===== config.mk =====
export PLATFORM = sky130hd
export DESIGN_NAME = drive_operation_mode_selector
export DESIGN_NICKNAME = d
export VERILOG_FILES = /design/src/rtl/mode_sel_pkg.sv /design/src/rtl/drive_operation_mode_selector.sv
export VERILOG_INCLUDE_DIRS = /design/src /design/src/rtl
export SDC_FILE = /design/constraint.sdc
export NUM_CORES = 1
export LEC_CHECK = 0
export BUFFER_PORTS_ARGS = -buffer_cell sky130_fd_sc_hd__buf_2
export CAP_MARGIN = 30
export CORE_MARGIN = 2
export CORE_UTILIZATION = 50
export DETAILED_ROUTE_END_ITERATION = 7
export PLACE_DENSITY = 0.72
export SYNTH_ARGS = -nofsm -noshare
export SYNTH_HDL_FRONTEND = slang
export SYNTH_SLANG_ARGS = --single-unit

===== constraint.sdc =====
create_clock -name clk_sys -period 5.5 [get_ports clk_sys]
set_input_delay 0.825 -clock clk_sys [delete_from_list [all_inputs] [get_ports clk_sys]]
set_output_delay 0.825 -clock clk_sys [all_outputs]
set_load 0.01 [all_outputs]

===== src/rtl/mode_sel_params.svh =====
// Constants for the drive operation mode selector: offsets, fields, resets, codes.
// Assumes inclusion by bare name from the package and the design file.
`ifndef MODE_SEL_PARAMS_SVH
`define MODE_SEL_PARAMS_SVH
// Register indices (word addresses on the plain port)
`define ADDR_MODE_SELECT      4'h0
`define ADDR_REF_FREQ         4'h1
`define ADDR_REF_SPEED        4'h2
`define ADDR_SECOND_MOTOR     4'h3
`define ADDR_SECOND_ACCEL     4'h4
`define ADDR_SECOND_DECEL     4'h5
`define ADDR_CTRL_METHOD      4'h6
`define ADDR_CTRL_METHOD2     4'h7
`define ADDR_CMD_SOURCE       4'h8
`define ADDR_SPEED_SOURCE     4'h9
`define ADDR_OPMODE           4'ha
`define ADDR_TERM_ASSIGN      4'hb
`define ADDR_STATUS           4'hc
`define ADDR_FORK_DECEL       4'hd
// Reset values
`define RST_MODE_SELECT       16'h0000
`define RST_REF_FREQ          16'h003c
`define RST_REF_SPEED         16'h270f
`define RST_SECOND_MOTOR      16'h270f
`define RST_SECOND_ACCEL      16'h0005
`define RST_SECOND_DECEL      16'h270f
`define RST_CTRL_METHOD       16'h0014
`define RST_ZERO              16'h0000
// Codes and limits
`define UNSET_9999            16'h270f
`define SEL_ENABLE            16'h0001
`define SEL_TEST              16'h0002
`define CM_VECTOR             16'h0000
`define CM_SENSORLESS         16'h000a
`define CM_FLUX               16'h0014
`define CM_VF                 16'h0028
`define OPMODE_SWITCHOVER     16'h0006
`define TERM_FORK_CODE        16'h006c
`define FREQ_MIN              16'h0001
`define FREQ_MAX              16'h024e
`define SPEED_MIN             16'h0001
`define SPEED_MAX             16'h0258
`define TERM_COUNT            12
// Status bit positions
`define ST_LOGISTICS          0
`define ST_FORK               1
`define ST_SECOND_BANK        2
`define ST_RAMP_ALT           3
`define ST_TEST               4
`define ST_PENDING            5
`define ST_PANEL_ALLOWED      6
`endif


===== src/rtl/mode_sel_pkg.sv =====
// Types for the drive operation mode selector.
// Assumes the params header sits beside it.
`default_nettype none
`include "mode_sel_params.svh"
package mode_sel_pkg;
    // Resolved operating mode
    typedef enum logic [1:0] {
        MODE_STANDARD    = 2'b00,
        MODE_FULL_CLOSED = 2'b01,
        MODE_FORK        = 2'b10
    } op_mode_t;
    // Register bus request
    typedef struct packed {
        logic [3:0]  addr;
        logic [15:0] wdata;
        logic        wr;
        logic        rd;
    } bus_req_t;
    // Discrete terminal inputs
    typedef struct packed {
        logic logisticsModeRequest;
        logic forkSelectInput;
        logic rampTimeSelectInput;
        logic secondFunctionInput;
    } term_in_t;
    // Resolved mode outputs
    typedef struct packed {
        op_mode_t mode;
        logic     secondBank;
        logic     rampAlt;
        logic     testOperation;
        logic     panelAllowed;
        logic [15:0] forkDecelTime;
    } mode_out_t;
endpackage : mode_sel_pkg
`default_nettype wire


===== src/rtl/drive_operation_mode_selector.sv =====
// Mode selection logic for a motor drive: standard, full-closed or fork control.
// Assumes a host on a plain register port and synchronous terminal inputs.
//
// Our own choices: the register offsets and strobed register access.
`include "mode_sel_params.svh"
`timescale 1ns/1ps
`default_nettype none
module drive_operation_mode_selector (
    // Clock and reset
    input  wire logic                    clk_sys,
    input  wire logic                    rst,
    // Register port
    input  wire mode_sel_pkg::bus_req_t  busReq,
    output var  logic [15:0]             rdata_r,
    // Terminal and drive state
    input  wire mode_sel_pkg::term_in_t  termIn,
    input  wire logic                    driveRunning,
    input  wire logic                    networkOperation,
    // Resolved mode
    output var  mode_sel_pkg::mode_out_t modeOut_r
);
    import mode_sel_pkg::*;

    // Stored parameters
    logic [15:0] logisticsModeSelect_r;          // Mode selection
    logic [15:0] rampReferenceFrequency_r;       // Ramp reference frequency
    logic [15:0] referenceTravelSpeed_r;         // Travel speed at reference
    logic [15:0] secondMotorSetting_r;           // Second motor, 9999 none
    logic [15:0] secondAccelTime_r;              // Second accel time
    logic [15:0] secondDecelTime_r;              // Second decel time
    logic [15:0] controlMethodSelect_r;          // First control method
    logic [15:0] secondControlMethodSelect_r;    // Second control method
    logic [15:0] commCommandSource_r;            // Command source
    logic [15:0] commSpeedSource_r;              // Speed source
    logic [15:0] operationModeParam_r;           // Operation mode
    logic [15:0] terminalFunctionAssign_r [`TERM_COUNT]; // Terminal functions

    // Sampled inputs
    term_in_t    termIn_r;                       // Registered terminals
    logic        running_r;                      // Registered run state
    logic        netOp_r;                        // Registered network mode

    // Resolved mode state
    op_mode_t    target;                         // Requested mode
    op_mode_t    mode_r;                         // Applied mode
    logic        pending_r;                      // Change waiting on stop

    // In-range check shared by the range-limited parameters
    function automatic logic inRange(input logic [15:0] v, input logic [15:0] lo, input logic [15:0] hi);
        inRange = (v >= lo) && (v <= hi);
    endfunction : inRange

    // Accepted control methods for the dedicated mode
    function automatic logic methodOk(input logic [15:0] m);
        methodOk = (m == `CM_VECTOR) || (m == `CM_SENSORLESS) || (m == `CM_FLUX) || (m == `CM_VF);
    endfunction : methodOk

    // Parameter writes
    always_ff @(posedge clk_sys) begin
        if (rst) begin
            logisticsModeSelect_r       <= `RST_MODE_SELECT;
            rampReferenceFrequency_r    <= `RST_REF_FREQ;
            referenceTravelSpeed_r      <= `RST_REF_SPEED;
            secondMotorSetting_r        <= `RST_SECOND_MOTOR;
            secondAccelTime_r           <= `RST_SECOND_ACCEL;
            secondDecelTime_r           <= `RST_SECOND_DECEL;
            controlMethodSelect_r       <= `RST_CTRL_METHOD;
            secondControlMethodSelect_r <= `RST_CTRL_METHOD;
            commCommandSource_r         <= `RST_ZERO;
            commSpeedSource_r           <= `RST_ZERO;
            operationModeParam_r        <= `RST_ZERO;
        end else if (busReq.wr) begin
            unique case (busReq.addr)
                `ADDR_MODE_SELECT: begin
                    // Only codes 0..2 are stored
                    if (busReq.wdata <= `SEL_TEST) begin
                        logisticsModeSelect_r <= busReq.wdata;
                    end
                end
                `ADDR_REF_FREQ: begin
                    if (inRange(busReq.wdata, `FREQ_MIN, `FREQ_MAX)) begin
                        rampReferenceFrequency_r <= busReq.wdata;
                    end
                end
                `ADDR_REF_SPEED: begin
                    // Range or the unset marker
                    if (inRange(busReq.wdata, `SPEED_MIN, `SPEED_MAX) || busReq.wdata == `UNSET_9999) begin
                        referenceTravelSpeed_r <= busReq.wdata;
                    end
                end
                `ADDR_SECOND_MOTOR:  secondMotorSetting_r        <= busReq.wdata;
                `ADDR_SECOND_ACCEL:  secondAccelTime_r           <= busReq.wdata;
                `ADDR_SECOND_DECEL:  secondDecelTime_r           <= busReq.wdata;
                `ADDR_CTRL_METHOD:   controlMethodSelect_r       <= busReq.wdata;
                `ADDR_CTRL_METHOD2:  secondControlMethodSelect_r <= busReq.wdata;
                `ADDR_CMD_SOURCE:    commCommandSource_r         <= busReq.wdata;
                `ADDR_SPEED_SOURCE:  commSpeedSource_r           <= busReq.wdata;
                `ADDR_OPMODE:        operationModeParam_r        <= busReq.wdata;
                default: begin
                    // Terminal assignments and read-only slots
                end
            endcase
        end
    end

    // Terminal function assignments share one indexed window at the top
    always_ff @(posedge clk_sys) begin
        if (rst) begin
            for (int i = 0; i < `TERM_COUNT; i++) begin
                terminalFunctionAssign_r[i] <= `RST_ZERO;
            end
        end else if (busReq.wr && busReq.addr == `ADDR_TERM_ASSIGN) begin
            // Upper byte of data picks the terminal, lower byte the code
            if (busReq.wdata[15:8] < 8'(`TERM_COUNT)) begin
                terminalFunctionAssign_r[busReq.wdata[11:8]] <= {8'h00, busReq.wdata[7:0]};
            end
        end
    end

    // Input sampling
    always_ff @(posedge clk_sys) begin
        if (rst) begin
            termIn_r  <= '0;
            running_r <= 1'b0;
            netOp_r   <= 1'b0;
        end else begin
            termIn_r  <= termIn;
            running_r <= driveRunning;
            netOp_r   <= networkOperation;
        end
    end

    // Condition and target mode resolution
    logic forkAssigned;                           // Some terminal carries fork select
    logic forkActive;                             // Fork input as seen by the logic
    logic dedicatedOk;                            // All enable conditions met
    always_comb begin
        forkAssigned = 1'b0;
        for (int i = 0; i < `TERM_COUNT; i++) begin
            if (terminalFunctionAssign_r[i] == `TERM_FORK_CODE) begin
                forkAssigned = 1'b1;
            end
        end
        forkActive  = forkAssigned && termIn_r.forkSelectInput;
        dedicatedOk = (logisticsModeSelect_r == `SEL_ENABLE)
                   && (referenceTravelSpeed_r != `UNSET_9999)
                   && termIn_r.logisticsModeRequest
                   && (methodOk(controlMethodSelect_r) || methodOk(secondControlMethodSelect_r))
                   && netOp_r && (commCommandSource_r == `RST_ZERO)
                   && (commSpeedSource_r == `RST_ZERO);
        if (!dedicatedOk) begin
            target = MODE_STANDARD;
        end else if (secondMotorSetting_r != `UNSET_9999 && forkActive) begin
            target = MODE_FORK;
        end else begin
            target = MODE_FULL_CLOSED;
        end
    end

    // Applied mode: changes only while stopped
    always_ff @(posedge clk_sys) begin
        if (rst) begin
            mode_r    <= MODE_STANDARD;
            pending_r <= 1'b0;
        end else if (!running_r) begin
            mode_r    <= target;
            pending_r <= 1'b0;
        end else begin
            pending_r <= (target != mode_r);
        end
    end

    // Registered mode outputs
    always_ff @(posedge clk_sys) begin
        if (rst) begin
            modeOut_r <= '0;
        end else begin
            modeOut_r.mode          <= mode_r;
            // Second bank on fork control or either second input
            modeOut_r.secondBank    <= (mode_r == MODE_FORK) || forkActive
                                    || termIn_r.secondFunctionInput;
            modeOut_r.rampAlt       <= (mode_r == MODE_FULL_CLOSED) && termIn_r.rampTimeSelectInput;
            modeOut_r.testOperation <= (logisticsModeSelect_r == `SEL_TEST);
            modeOut_r.panelAllowed  <= (operationModeParam_r == `OPMODE_SWITCHOVER);
            modeOut_r.forkDecelTime <= (secondDecelTime_r == `UNSET_9999) ? secondAccelTime_r
                                                                         : secondDecelTime_r;
        end
    end

    // Status word
    logic [15:0] statusWord;                      // Live mode status
    always_comb begin
        statusWord = '0;
        statusWord[`ST_LOGISTICS]    = (modeOut_r.mode != MODE_STANDARD);
        statusWord[`ST_FORK]         = (modeOut_r.mode == MODE_FORK);
        statusWord[`ST_SECOND_BANK]  = modeOut_r.secondBank;
        statusWord[`ST_RAMP_ALT]     = modeOut_r.rampAlt;
        statusWord[`ST_TEST]         = modeOut_r.testOperation;
        statusWord[`ST_PENDING]      = pending_r;
        statusWord[`ST_PANEL_ALLOWED] = modeOut_r.panelAllowed;
    end

    // Read data, one cycle after the strobe; zero otherwise
    always_ff @(posedge clk_sys) begin
        if (rst) begin
            rdata_r <= '0;
        end else if (busReq.rd) begin
            unique case (busReq.addr)
                `ADDR_MODE_SELECT:  rdata_r <= logisticsModeSelect_r;
                `ADDR_REF_FREQ:     rdata_r <= rampReferenceFrequency_r;
                `ADDR_REF_SPEED:    rdata_r <= referenceTravelSpeed_r;
                `ADDR_SECOND_MOTOR: rdata_r <= secondMotorSetting_r;
                `ADDR_SECOND_ACCEL: rdata_r <= secondAccelTime_r;
                `ADDR_SECOND_DECEL: rdata_r <= secondDecelTime_r;
                `ADDR_CTRL_METHOD:  rdata_r <= controlMethodSelect_r;
                `ADDR_CTRL_METHOD2: rdata_r <= secondControlMethodSelect_r;
                `ADDR_CMD_SOURCE:   rdata_r <= commCommandSource_r;
                `ADDR_SPEED_SOURCE: rdata_r <= commSpeedSource_r;
                `ADDR_OPMODE:       rdata_r <= operationModeParam_r;
                `ADDR_TERM_ASSIGN:  rdata_r <= {15'h0000, forkAssigned};
                `ADDR_STATUS:       rdata_r <= statusWord;
                `ADDR_FORK_DECEL:   rdata_r <= modeOut_r.forkDecelTime;
                default:            rdata_r <= '0;
            endcase
        end else begin
            rdata_r <= '0;
        end
    end

    // Checks

    // Applied mode frozen while the drive runs
    mode_hold_run_a: assert property (@(posedge clk_sys) disable iff (rst)
        running_r && $past(running_r) |-> mode_r == $past(mode_r))
        else $error("mode changed while running");

    // Pending flag drops once the drive is stopped
    pending_stop_a: assert property (@(posedge clk_sys) disable iff (rst)
        !running_r |=> !pending_r)
        else $error("pending left set while stopped");

    // Standard mode applied when conditions fail
    std_when_off_a: assert property (@(posedge clk_sys) disable iff (rst)
        !dedicatedOk && !running_r |=> mode_r == MODE_STANDARD)
        else $error("standard mode not applied");

    // Unset travel speed blocks the dedicated mode
    speed_unset_a: assert property (@(posedge clk_sys) disable iff (rst)
        referenceTravelSpeed_r == `UNSET_9999 |-> !dedicatedOk)
        else $error("dedicated mode with unset speed");

    // Mode select must hold the enable code
    select_one_a: assert property (@(posedge clk_sys) disable iff (rst)
        logisticsModeSelect_r != `SEL_ENABLE |-> target == MODE_STANDARD)
        else $error("dedicated mode without select 1");

    // Request input must be high
    request_needed_a: assert property (@(posedge clk_sys) disable iff (rst)
        !termIn_r.logisticsModeRequest |-> target == MODE_STANDARD)
        else $error("dedicated mode without request");

    // Fork needs a second motor and an assigned input
    fork_second_a: assert property (@(posedge clk_sys) disable iff (rst)
        target == MODE_FORK |-> secondMotorSetting_r != `UNSET_9999 && forkAssigned)
        else $error("fork without second motor");

    // Unset decel falls back to the accel time
    decel_copy_a: assert property (@(posedge clk_sys) disable iff (rst)
        secondDecelTime_r == `UNSET_9999 && $stable(secondAccelTime_r) |=> modeOut_r.forkDecelTime == $past(secondAccelTime_r))
        else $error("fork decel not taken from accel");

    // Second-function input lights bank two
    bank_two_a: assert property (@(posedge clk_sys) disable iff (rst)
        termIn_r.secondFunctionInput |=> modeOut_r.secondBank)
        else $error("second bank missing");

    // Network operation is required
    network_need_a: assert property (@(posedge clk_sys) disable iff (rst)
        !netOp_r |-> target == MODE_STANDARD)
        else $error("dedicated mode outside network operation");

    // Neither method register accepted: no dedicated mode
    method_need_a: assert property (@(posedge clk_sys) disable iff (rst)
        !methodOk(controlMethodSelect_r) && !methodOk(secondControlMethodSelect_r) |-> !dedicatedOk)
        else $error("dedicated mode with wrong method");

    // Nonzero command or speed source keeps standard mode
    source_zero_a: assert property (@(posedge clk_sys) disable iff (rst)
        commCommandSource_r != `RST_ZERO || commSpeedSource_r != `RST_ZERO |-> target == MODE_STANDARD)
        else $error("dedicated mode with nonzero source");

    // Test code raises the test flag
    test_flag_a: assert property (@(posedge clk_sys) disable iff (rst)
        logisticsModeSelect_r == `SEL_TEST |=> modeOut_r.testOperation)
        else $error("test operation flag missing");

    // Stored reference frequency stays in range
    freq_range_a: assert property (@(posedge clk_sys) disable iff (rst)
        inRange(rampReferenceFrequency_r, `FREQ_MIN, `FREQ_MAX))
        else $error("reference frequency out of range");

    // Stored travel speed in range or unset
    speed_range_a: assert property (@(posedge clk_sys) disable iff (rst)
        inRange(referenceTravelSpeed_r, `SPEED_MIN, `SPEED_MAX) || referenceTravelSpeed_r == `UNSET_9999)
        else $error("travel speed out of range");

    // Fork control runs on bank two
    fork_bank_a: assert property (@(posedge clk_sys) disable iff (rst)
        mode_r == MODE_FORK |=> modeOut_r.secondBank)
        else $error("fork without second bank");

    // No assigned terminal means no fork control
    fork_unassigned_a: assert property (@(posedge clk_sys) disable iff (rst)
        !forkAssigned |-> target != MODE_FORK)
        else $error("fork without assigned terminal");

    // Alternate ramps only under full-closed control
    ramp_full_a: assert property (@(posedge clk_sys) disable iff (rst)
        mode_r != MODE_FULL_CLOSED |=> !modeOut_r.rampAlt)
        else $error("alternate ramp outside full-closed");

    // Switchover code allows panel operation
    panel_switch_a: assert property (@(posedge clk_sys) disable iff (rst)
        operationModeParam_r == `OPMODE_SWITCHOVER |=> modeOut_r.panelAllowed)
        else $error("panel operation not allowed");

    // Mode output follows the applied mode one edge later
    mode_follow_a: assert property (@(posedge clk_sys) disable iff (rst)
        1'b1 |=> modeOut_r.mode == $past(mode_r))
        else $error("mode output not registered");
endmodule : drive_operation_mode_selector
`default_nettype wire


### After elaboration in Yosys (flattened, before gate mapping)

Memories as Yosys holds them, arrays and structs flattened.
Index checks and enable logic that the tools add are counted.

* RAM bits: 96
* output and inout port bits: 38
* input port bits: 30
* flip-flop bits (word level): 223
* memories kept: 1

Memories
* terminalFunctionAssign_r: depth 12, bits a word 8, rd ports 12, clocked after Yosys merged registers in 0, write ports 12, RTL line drive_operation_mode_selector.sv:36 `` logic [15:0] terminalFunctionAssign_r [`TERM_COUNT]; ``

* equality and inequality tests: 42
* multiplexer cells: 25
* bitwise gates (word level): 2
* $lt $le $gt $ge: 5
* reductions and logical operators: 42

Operators with widths (count)
* 16-bit one-hot mux with 14 select lines: 1
* 16-bit by 7-bit == test with 1-bit output (second input constant): 12
* 16-bit zero test: 4
* 16-bit by 14-bit == test with 1-bit output (second input constant): 2
* 16-bit by 4-bit == test with 1-bit output (second input constant): 2
* 16-bit by 5-bit == test with 1-bit output (second input constant): 2
* 16-bit by 6-bit == test with 1-bit output (second input constant): 2
* 16-bit by 10-bit <= comparator with 1-bit output (second input constant): 2
* 16-bit by 14-bit != test with 1-bit output (second input constant): 2
* 4-bit == test (second input constant): 6
* 1-bit 2-to-1 mux: 19
* 16-bit by 1-bit == test with 1-bit output (second input constant): 1
* 16-bit by 2-bit == test with 1-bit output (second input constant): 1
* 16-bit by 3-bit == test with 1-bit output (second input constant): 1
* 4-bit by 3-bit == test with 1-bit output (second input constant): 4
* 16-bit by 1-bit >= comparator with 1-bit output (second input constant): 1
* 16-bit by 2-bit <= comparator with 1-bit output (second input constant): 1
* 16-bit 2-to-1 mux: 1
* 2-bit AND reduction: 8
* 1-bit logical AND: 12
* 1-bit logical OR: 10
* 3-bit AND reduction: 3
* 4-bit by 2-bit == test with 1-bit output (second input constant): 2
* 8-bit by 4-bit < comparator with 1-bit output (second input constant): 1
* 12 further kinds: 16

### Depth between registers and ports, before layout

Gate-level depths: netlist of run 1.
An unclocked memory read counts as a cell.

* word-level depth: 19
* mapped depth: 9

### Worst setup path before layout of run 1

OpenSTA, ideal clock, no wires.

* kind: input to register
* from: input port busReq[16] (netlist bit)
* to: memory terminalFunctionAssign_r[5][0] (netlist bit) (enable)
* buffers on the path: 2
* slack: 2.331 ns
* stages on the path: 6
* arrival time: 2.785 ns
* required time: 5.116 ns
* path through: clkbuf_8 -> nor4_4 -> nand4_1 -> or3b_2 -> clkbuf_1 -> o21ai_0

RTL lines
* from (decl): RTL line drive_operation_mode_selector.sv:13 `input wire mode_sel_pkg::bus_req_t busReq,`
* to (decl): RTL line drive_operation_mode_selector.sv:36

==> results_dict.tcl, run 1 <==
set metrics [dict create \
    post_cts_resized 0 \
    cts_tree "done" \
    row_count 59 \
    drv_slew 0 \
    worst_pin_slew_ps 1090 \
    path_clk_slew_ps 60 \
    yosysWarnings 0 \
    io_pins 68 \
    hold_path_class "flop to flop" \
    grt_util_met2 0.423 \
    reg2reg_slack_ps 3100 \
    cts.sinks 319 \
    grt_pass1_vias 10400 \
    syn_nets 1385 \
    root_buffer "clkbuf_16" \
    gp_congestion 0.939 \
    dieWidth_um 166 \
    fmax_mhz 334 \
    finalCritPeriodShare 0.545 \
    synth_area_um2 13200 \
    async_flop_share 0 \
    drive_gt1_frac 0.119 \
    synth_edf_count 96 \
    routed_via_density 6.28 \
    rsz0062_at_grt "no" \
    synthCells 1355 \
    use_met3 0.0810 \
    post-cts-setup-buffers 0 \
    critPathTopFamily "simple AND/OR/NAND/NOR gates" \
    run_status "finished clean" \
    htreeDepth 1 \
    critPathBufInv 1 \
    p_per_area_nw_per_um2 344 \
    use_met1 0.398 \
    grt_max_degree 84 \
    detailed_place_hpwl_um 26200 \
    drt-initial-drc-count 1475 \
    dr.pass1.iters 8 \
    fin_util 0.563 \
    timing.slew.headroom 0.271 \
    design.core.area_um2 26000 \
    critPathKind "primary input to flop" \
    cts_hold_buf 0 \
    antenna_cells 0 \
    min_delay_path_depth 2 \
    wire_per_inst_um 23.2 \
    clockBufferDepth 3 \
    yosysUniqueCellTypes 69 \
    drc 0 \
    worstPathArrival_ps 3180 \
    cp.depth 5 \
    crit_chain "buf_2 > nor4_4 > nand4_1 > or3b_2 > o21ai_0" \
    numCtsBuffers 31 \
    max_stage_delay_ps 880 \
    slowest_stage "o21ai_0" \
    yosys_register_bits 319 \
    cellLeakagePower_nw 5.29 \
    finalSetupViolations 0 \
    clock_latency_ps 570 \
    die_y_um 166 \
    synth-main-ff-cell "dfxtp_1" \
    start_util 0.507 \
    track_usage 0.286 \
    port-buffer-count 67 \
    num_vias 10800 \
    syn_to_final_growth_pct 11.0 \
    hold_viol 0 \
    dp_slack_ps 1930 \
    fin_setup_tns_ps 0 \
    fill_cells 2268 \
    end_kind "flop" \
    start_kind "primary input" \
    worst-endpoint-required_ps 5680 \
    cap_violations 0 \
    peakVddDrop_uv 261 \
    grt-ovfl-total 0 \
    r2r_cells 5 \
    grt_pass1_wl_um 61500 \
    ys_seq_area_frac 0.558 \
    drt-total-wl_um 40000 \
    antenna_found_initial 1 \
    syn_avg_cell_area_um2 9.72 \
    layout_setup_ws_ps 2500 \
    drtAntennaViolNets 0 \
    total_power_mw 5.03 \
    finalNetCount 1397 \
    dieArea_um2 27700 \
    finClkSkew_ps 15.2 \
    crit_fanout 11 \
    fin_crit_ps 3000 \
    top_usage_layer "met2" \
]
[cell families after synthesis]
family | Yosys count | share of synthesized area
DFF | 319 | 0.558
buffers and inverters | 110 | 0.0410
AOI/OAI and AO/OA | 267 | 0.140
and+or+nand+nor | 638 | 0.245
xor gates and xnor gates | 2 | 0.00133
muxes | 19 | 0.0144
[path summary, 6_finish.rpt]
path	from	end
setup / recovery	busReq[16]	terminalFunctionAssign_r[6][1]
hold / removal	termIn_r[0]	modeOut_r[19]
setup reg to reg	logisticsModeSelect_r[12]	mode_r[0]
hold reg to reg	termIn_r[0]	modeOut_r[19]
[final cells by class]
class | instances | area [µm²] | area share
Sequential cell | 319 | 7350 | 0.502
Multi-Input combinational cell | 926 | 5300 | 0.362
Clock buffer | 37 | 818 | 0.0560
Timing Repair Buffer | 86 | 479 | 0.0328
Tap cell | 335 | 419 | 0.0287
Clock inverter | 19 | 249 | 0.0170
Inverter | 3 | 11.3 | 0.000770
[layout by cell type, fill, tap and decap left out, drive strengths merged, types with 3 or more instances in the layout]
cell type | synthesis | layout
nand2 | 276 | 276
dfxtp | 223 | 223
a21oi | 114 | 114
and2 | 111 | 111
edfxtp | 96 | 96
buf | 19 | 86
nor2 | 65 | 65
nand3 | 46 | 46
a221oi | 41 | 41
clkbuf | 87 | 37
a22o | 34 | 34
nor3 | 28 | 28
nor4 | 25 | 25
nand4 | 22 | 22
mux2i | 19 | 19
a31oi | 16 | 16
o21ai | 14 | 14
nor4bb | 13 | 13
a22oi | 12 | 12
clkinv | 1 | 12
nor2b | 10 | 10
o211a | 9 | 9
nand2b | 8 | 8
a222oi | 7 | 7
bufinv | 0 | 6
nand3b | 5 | 5
nor3b | 5 | 5
nor4b | 4 | 4
and4b | 3 | 3
or3 | 3 | 3
or2 | 3 | 3
o2bb2ai | 3 | 3
[registers in the layout, indices dropped and copies added, names as in the netlist]
signal,flops
rdata_r,16
controlMethodSelect_r,16
rampReferenceFrequency_r,16
secondDecelTime_r,16
netOp_r,1
terminalFunctionAssign_r,96
logisticsModeSelect_r,16
referenceTravelSpeed_r,16
secondMotorSetting_r,16
modeOut_r,22
running_r,1
secondAccelTime_r,16
termIn_r,4
commSpeedSource_r,16
operationModeParam_r,16
secondControlMethodSelect_r,16
pending_r,1
commCommandSource_r,16
mode_r,2
[worst register-to-register path, cell delays in order (launching register included)]
cell and delay [ps]:
dfxtp_1 350, nor4_1 550, nand4_1 270, or3_1 430
a2111o_1 400, o41ai_1 310
[synthesized netlist by cell type (all sizes together) (4+ instances only)]
master	count	area [µm²]
o21ai	14	70.1
nor4	25	178
a22oi	12	90.1
a21oi	114	571
nor4b	4	35.0
nand2b	8	60.1
and2	111	694
buf	19	153
o211a	9	90.1
mux2i	19	190
clkbuf	87	367
dfxtp	223	4460
nand3b	5	37.5
edfxtp	96	2880
nand2	276	1040
nand4	22	138
nor2b	10	62.6
nor3	28	160
a222oi	7	70.1
nor4bb	13	130
nor2	65	246
nand3	46	230
a221oi	41	359
nor3b	5	57.6
a31oi	16	100
a22o	34	298
[metal layers]
metal | vias to the layer above | share of wire
li1 | 4874 | -
met4 | 2 | 0.042
met2 | 678 | 0.43
met5 | - | 0.00035
met3 | 131 | 0.12
met1 | 5147 | 0.41
[power by group]
group | internal, mW | switching [mW]
clock | 1.34 | 0.913
sequential | 2.48 | 0.0344
combinational | 0.0660 | 0.196
[stage by stage]
step	hold WS, ps	cells	cell area, µm²
2_1_floorplan	417	1355	13200
3_3_place_gp	446	1666	13500
3_5_place_dp	453	1667	13500
4_1_cts	458	1723	14600
5_1_grt	478	1725	14600
6_report	454	1725	14600
Note: power is estimated with default switching activity, not from simulation.
==> run 2, diff against run 1 <==
--- a/config.mk
+++ b/config.mk
@@ -11,7 +11,7 @@
 export CORE_MARGIN = 2
 export CORE_UTILIZATION = 50
 export DETAILED_ROUTE_END_ITERATION = 7
-export PLACE_DENSITY = 0.72
+export PLACE_DENSITY = 0.75
 export SYNTH_ARGS = -nofsm -noshare
 export SYNTH_HDL_FRONTEND = slang
 export SYNTH_SLANG_ARGS = --single-unit
==> constraint.sdc (replaced) <==
create_clock -name clk_sys -period 2.6 [get_ports clk_sys]
set_input_delay 0.39 -clock clk_sys [delete_from_list [all_inputs] [get_ports clk_sys]]
set_output_delay 0.39 -clock clk_sys [all_outputs]
set_load 0.01 [all_outputs]
==> run 2 against run 1 <==
  * Clock-buffer cell count up 17
  * Sequential share of layout area down 1.5 points
  * Register-to-register slack worse by 2800 ps
  * Clock skew down 4.0 ps
  * Critical endpoint is now pending_r
==> results_dict.tcl, run 2 (synthesis gave the netlist of run 1 again) <==
set metrics [dict create \
    run_status "finished clean" \
    crit_fanout 4 \
    min_delay_path_depth 2 \
    wire_per_inst_um 22.5 \
    clock_latency_ps 510 \
    finalSetupViolations 0 \
    gp_congestion 0.955 \
    slowest_stage "nor4_1" \
    rsz0062_at_grt "no" \
    design.core.area_um2 26000 \
    reg2reg_slack_ps 310 \
    antenna_cells 0 \
    grt_util_met2 0.430 \
    fin_area_um2 15100 \
    final_cell_mix "276 x nand2_1, 223 x dfxtp_1, 114 x a21oi_1" \
    placed_cell_area_um2 14000 \
    path_clk_slew_ps 60 \
    dieArea_um2 27700 \
    start_util 0.507 \
    use_met1 0.393 \
    post_cts_resized 0 \
    fmax_mhz 437 \
    worst-endpoint-required_ps 3000 \
    port-buffer-count 67 \
    start_kind "flop" \
    critPathKind "flop to flop" \
    hold_slack_ps 90.4 \
    critPathTopFamily "simple AND/OR/NAND/NOR gates" \
    hold_viol 0 \
    detailed_place_hpwl_um 27300 \
    grt-ovfl-total 0 \
    crit_chain "nor4_1 > nand4_1 > or3_1 > a2111o_1 > o2111a_1" \
    post-cts-setup-buffers 0 \
    critPathBufInv 0 \
    dp.cells 1719 \
    routed_via_density 6.22 \
    antenna_found_initial 1 \
    cts.sinks 319 \
    drtAntennaViolNets 0 \
    fin_crit_ps 2290 \
    worst_hold_startpoint "termIn[3]" \
    io_pins 68 \
    worstPathArrival_ps 2690 \
    drive_gt1_frac 0.145 \
    finalNetCount 1450 \
    r2r_cells 5 \
    numCtsBuffers 34 \
    timing.slew.headroom 0.410 \
    drt-initial-drc-count 1330 \
    finClkSkew_ps 11.2 \
    dieWidth_um 166 \
    max_stage_delay_ps 510 \
    peakVddDrop_uv 452 \
    p_per_area_nw_per_um2 710 \
    largest_register_ffs 96 \
    dr.pass1.iters 8 \
    finalCritPeriodShare 0.879 \
    cap_violations 0 \
    drc 0 \
    drt-total-wl_um 40100 \
    worst_pin_slew_ps 882 \
    grt_max_degree 113 \
    regMostFlops "terminalFunctionAssign_r" \
    hold_path_class "primary input to flop" \
    track_usage 0.283 \
    top_usage_layer "met2" \
    cts_hold_buf 0 \
    htreeDepth 2 \
    final_cells 1779 \
    grt_pass1_vias 10300 \
    reg_top3 "terminalFunctionAssign_r: 96 flops, modeOut_r: 22 flops" \
    row_count 59 \
    grt_pass1_wl_um 60800 \
    use_met3 0.0555 \
    num_vias 11100 \
    clockBufferDepth 3 \
    die_y_um 166 \
    cellLeakagePower_nw 5.56 \
    final_common_cell "nand2_1" \
    end_kind "flop" \
    cts_tree "done" \
    syn_to_final_growth_pct 14.5 \
    root_buffer "clkbuf_16" \
    r2r-start "logisticsModeSelect_r[12]" \
    total_power_mw 10.7 \
    drv_slew 0 \
    rr_endpoint "pending_r" \
    min_to "termIn_r[3]" \
]
==> run 2: per-layer routing <==
metal | vias up | part of all wire
met1 | 5259 | 0.40
met3 | 124 | 0.12
li1 | 4971 | -
met4 | 2 | 0.048
met2 | 716 | 0.44
met5 | - | 0.00032
==> run 2: cell type report <==
type	instances	area [µm²]
clock buffers	54	1050
clock inverters	6	53.8
fillers	2214	10900
inverters	3	11.3
multi-input cells	926	5300
flip-flops and latches	319	7350
well taps	335	419
repair buffers	136	906
==> run 2: worst max path at each step <==
stage / startpoint / end / slack, ps / cells after the start
6_report: logisticsModeSelect_r[12] / pending_r / 310 / 5
5_1_grt: logisticsModeSelect_r[12] / mode_r[1] / 270 / 6
4_1_cts: logisticsModeSelect_r[12] / pending_r / 340 / 5
3_5_place_dp: busReq[16] / terminalFunctionAssign_r[1][2] / 100 / 7
3_3_place_gp: busReq[16] / terminalFunctionAssign_r[5][0] / 140 / 7
2_1_floorplan: busReq[16] / terminalFunctionAssign_r[5][0] / -130 / 6
==> run 2: through the flow <==
stage	setup TNS, ps	worst slack [ps]	util
finish	0	314	0.580
global route	0	269	0.580
CTS	0	337	0.580
detailed placement	0	103	0.538
global placement	0	138	0.538
floorplan	-3130	-134	-
==> run 2: worst reg2reg max path: stages (launching register included) <==
cell and delay [ps]:
dfxtp_1 340, nor4_1 510, nand4_1 250, or3_1 430, a2111o_1 380, o2111a_1 270
==> run 2: where the power goes <==
part | leakage [nW] | total, mW | switching, mW | internal [mW]
logic | 2.31 | 0.614 | 0.434 | 0.180
registers | 2.72 | 5.32 | 0.0721 | 5.25
clock network | 0.535 | 4.78 | 1.91 | 2.86
total | 5.56 | 10.7 | 2.42 | 8.29
==> run 3, diff against run 2 <==
--- a/config.mk
+++ b/config.mk
@@ -10,6 +10,7 @@
 export CAP_MARGIN = 30
 export CORE_MARGIN = 2
 export CORE_UTILIZATION = 50
+export CTS_BUF_LIST = sky130_fd_sc_hd__clkbuf_4 sky130_fd_sc_hd__clkbuf_8 sky130_fd_sc_hd__clkbuf_16
 export DETAILED_ROUTE_END_ITERATION = 7
 export PLACE_DENSITY = 0.75
 export SYNTH_ARGS = -nofsm -noshare
==> run 3 against run 2 <==
  * Total power grew 1.0%
  * Sequential share of layout area shrank 0.13 points
  * Routed wire length shrank 0.15%
  * Fmax shrank 0.35%
  * Clock power grew 2%
  * Hold slack gained 3.8 ps
  * Sequential cell count is the same
  * Via count shrank 0.70%
==> results_dict.tcl, run 3 (synthesis gave the netlist of run 1 again) <==
set metrics [dict create \
    cts_tree "done" \
    fin_area_um2 15100 \
    cts_hold_buf 0 \
    row_count 59 \
    post-cts-setup-buffers 0 \
    dr.pass1.iters 7 \
    final_cells 1779 \
    multi_input_area_um2 5300 \
    total_power_mw 10.8 \
    largest_register_ffs 96 \
    fmax_mhz 436 \
    finalCritPeriodShare 0.882 \
    grt_util_met2 0.428 \
    finClkSkew_ps 11.5 \
    max_stage_delay_ps 510 \
    rsz0062_at_grt "no" \
    p_per_area_nw_per_um2 715 \
    drt-initial-drc-count 1454 \
    cellLeakagePower_nw 5.60 \
    run_status "finished clean" \
    antenna_cells 0 \
    worstPathArrival_ps 2690 \
    worst-endpoint-required_ps 3000 \
    use_met1 0.392 \
    drive_gt1_frac 0.152 \
    path_clk_slew_ps 60 \
    drv_slew 0 \
    die_y_um 166 \
    routed_via_density 6.18 \
    clockBufferDepth 3 \
    dp_slack_ps 103 \
    fin_crit_ps 2290 \
    root_buffer "clkbuf_16" \
    layout_setup_ws_ps 306 \
    start_util 0.507 \
    track_usage 0.282 \
    wire_per_inst_um 22.5 \
    use_met3 0.0553 \
    drt-total-wl_um 40000 \
    port-buffer-count 67 \
    crit_chain "nor4_1 > nand4_1 > or3_1 > a2111o_1 > o2111a_1" \
    slowest_stage "nor4_1" \
    peakVddDrop_uv 459 \
    end_kind "flop" \
    num_vias 11000 \
    antenna_found_initial 1 \
    syn_to_final_growth_pct 14.8 \
    grt_pass1_vias 10300 \
    regArea_um2 7350 \
    fill_cells 2206 \
    clock_latency_ps 510 \
    numCtsBuffers 34 \
    worst_pin_slew_ps 902 \
    drtAntennaViolNets 0 \
    drc 0 \
    critPathKind "flop to flop" \
    regMostFlops "terminalFunctionAssign_r" \
    hold_viol 0 \
    final_cell_mix "276 x nand2_1, 223 x dfxtp_1, 114 x a21oi_1" \
    timing.slew.headroom 0.397 \
    finalSetupViolations 0 \
    reg_top3 "terminalFunctionAssign_r: 96 flops, modeOut_r: 22 flops" \
    placed_cell_area_um2 14000 \
    start_kind "flop" \
    crit_fanout 4 \
    dieWidth_um 166 \
    final_common_cell "nand2_1" \
    top_usage_layer "met2" \
    grt_max_degree 113 \
    finalNetCount 1450 \
    post_cts_resized 0 \
    gp_congestion 0.955 \
    cts.sinks 319 \
    design.core.area_um2 26000 \
    hold_path_class "primary input to flop" \
    grt_pass1_wl_um 60700 \
    io_pins 68 \
    grt-ovfl-total 0 \
    detailed_place_hpwl_um 27300 \
    dp.cells 1719 \
    htreeDepth 2 \
    dieArea_um2 27700 \
    cap_violations 0 \
]
==> run 3: metal layers <==
metal	wire length (µm)	share of wire
met1	16000	0.40
met2	17300	0.43
met3	4660	0.12
met4	2060	0.051
met5	13	0.00032
==> run 3: power breakdown <==
part	internal [mW]	total, mW	switching (mW)
logic	0.180	0.613	0.434
clock network	2.98	4.89	1.91
registers	5.25	5.32	0.0714
==> run 3: metrics by stage <==
| stage | utilization | TNS, ps | hold slack [ps] |
|---|---|---|---|
| final | 0.582 | 0 | 94.2 |
| after global routing | 0.582 | 0 | 110 |
| after CTS | 0.582 | 0 | 79.6 |
| after detailed placement | 0.538 | 0 | 449 |
| after global placement | 0.538 | 0 | 443 |
| after floorplan | - | -3130 | 417 |
==> run 3: worst paths after layout <==
| path | start | endpoint | slack (ps) | cells past startpoint |
|---|---|---|---|---|
| worst min register to register | termIn_r[1] | modeOut_r[18] | 460 | 1 |
| worst max-delay path | logisticsModeSelect_r[12] | pending_r | 310 | 5 |
| worst max register to register | logisticsModeSelect_r[12] | pending_r | 310 | 5 |
| worst min-delay path | termIn[3] | termIn_r[3] | 90 | 2 |
==> run 3: cell type report <==
class	count	area share
sequential	319	0.486
multi-input combinational	926	0.350
clock buffer	54	0.0721
timing repair buffer	136	0.0599
tap	335	0.0277
clock inverter	6	0.00356
inverter	3	0.000745
==> run 3: critical path, delay by kind of cell (launching register included) <==
family / cells / cell delay (ps)
and+or+nand+nor: 3 / 1190
DFF: 1 / 340
AOI/OAI and AO/OA: 2 / 650
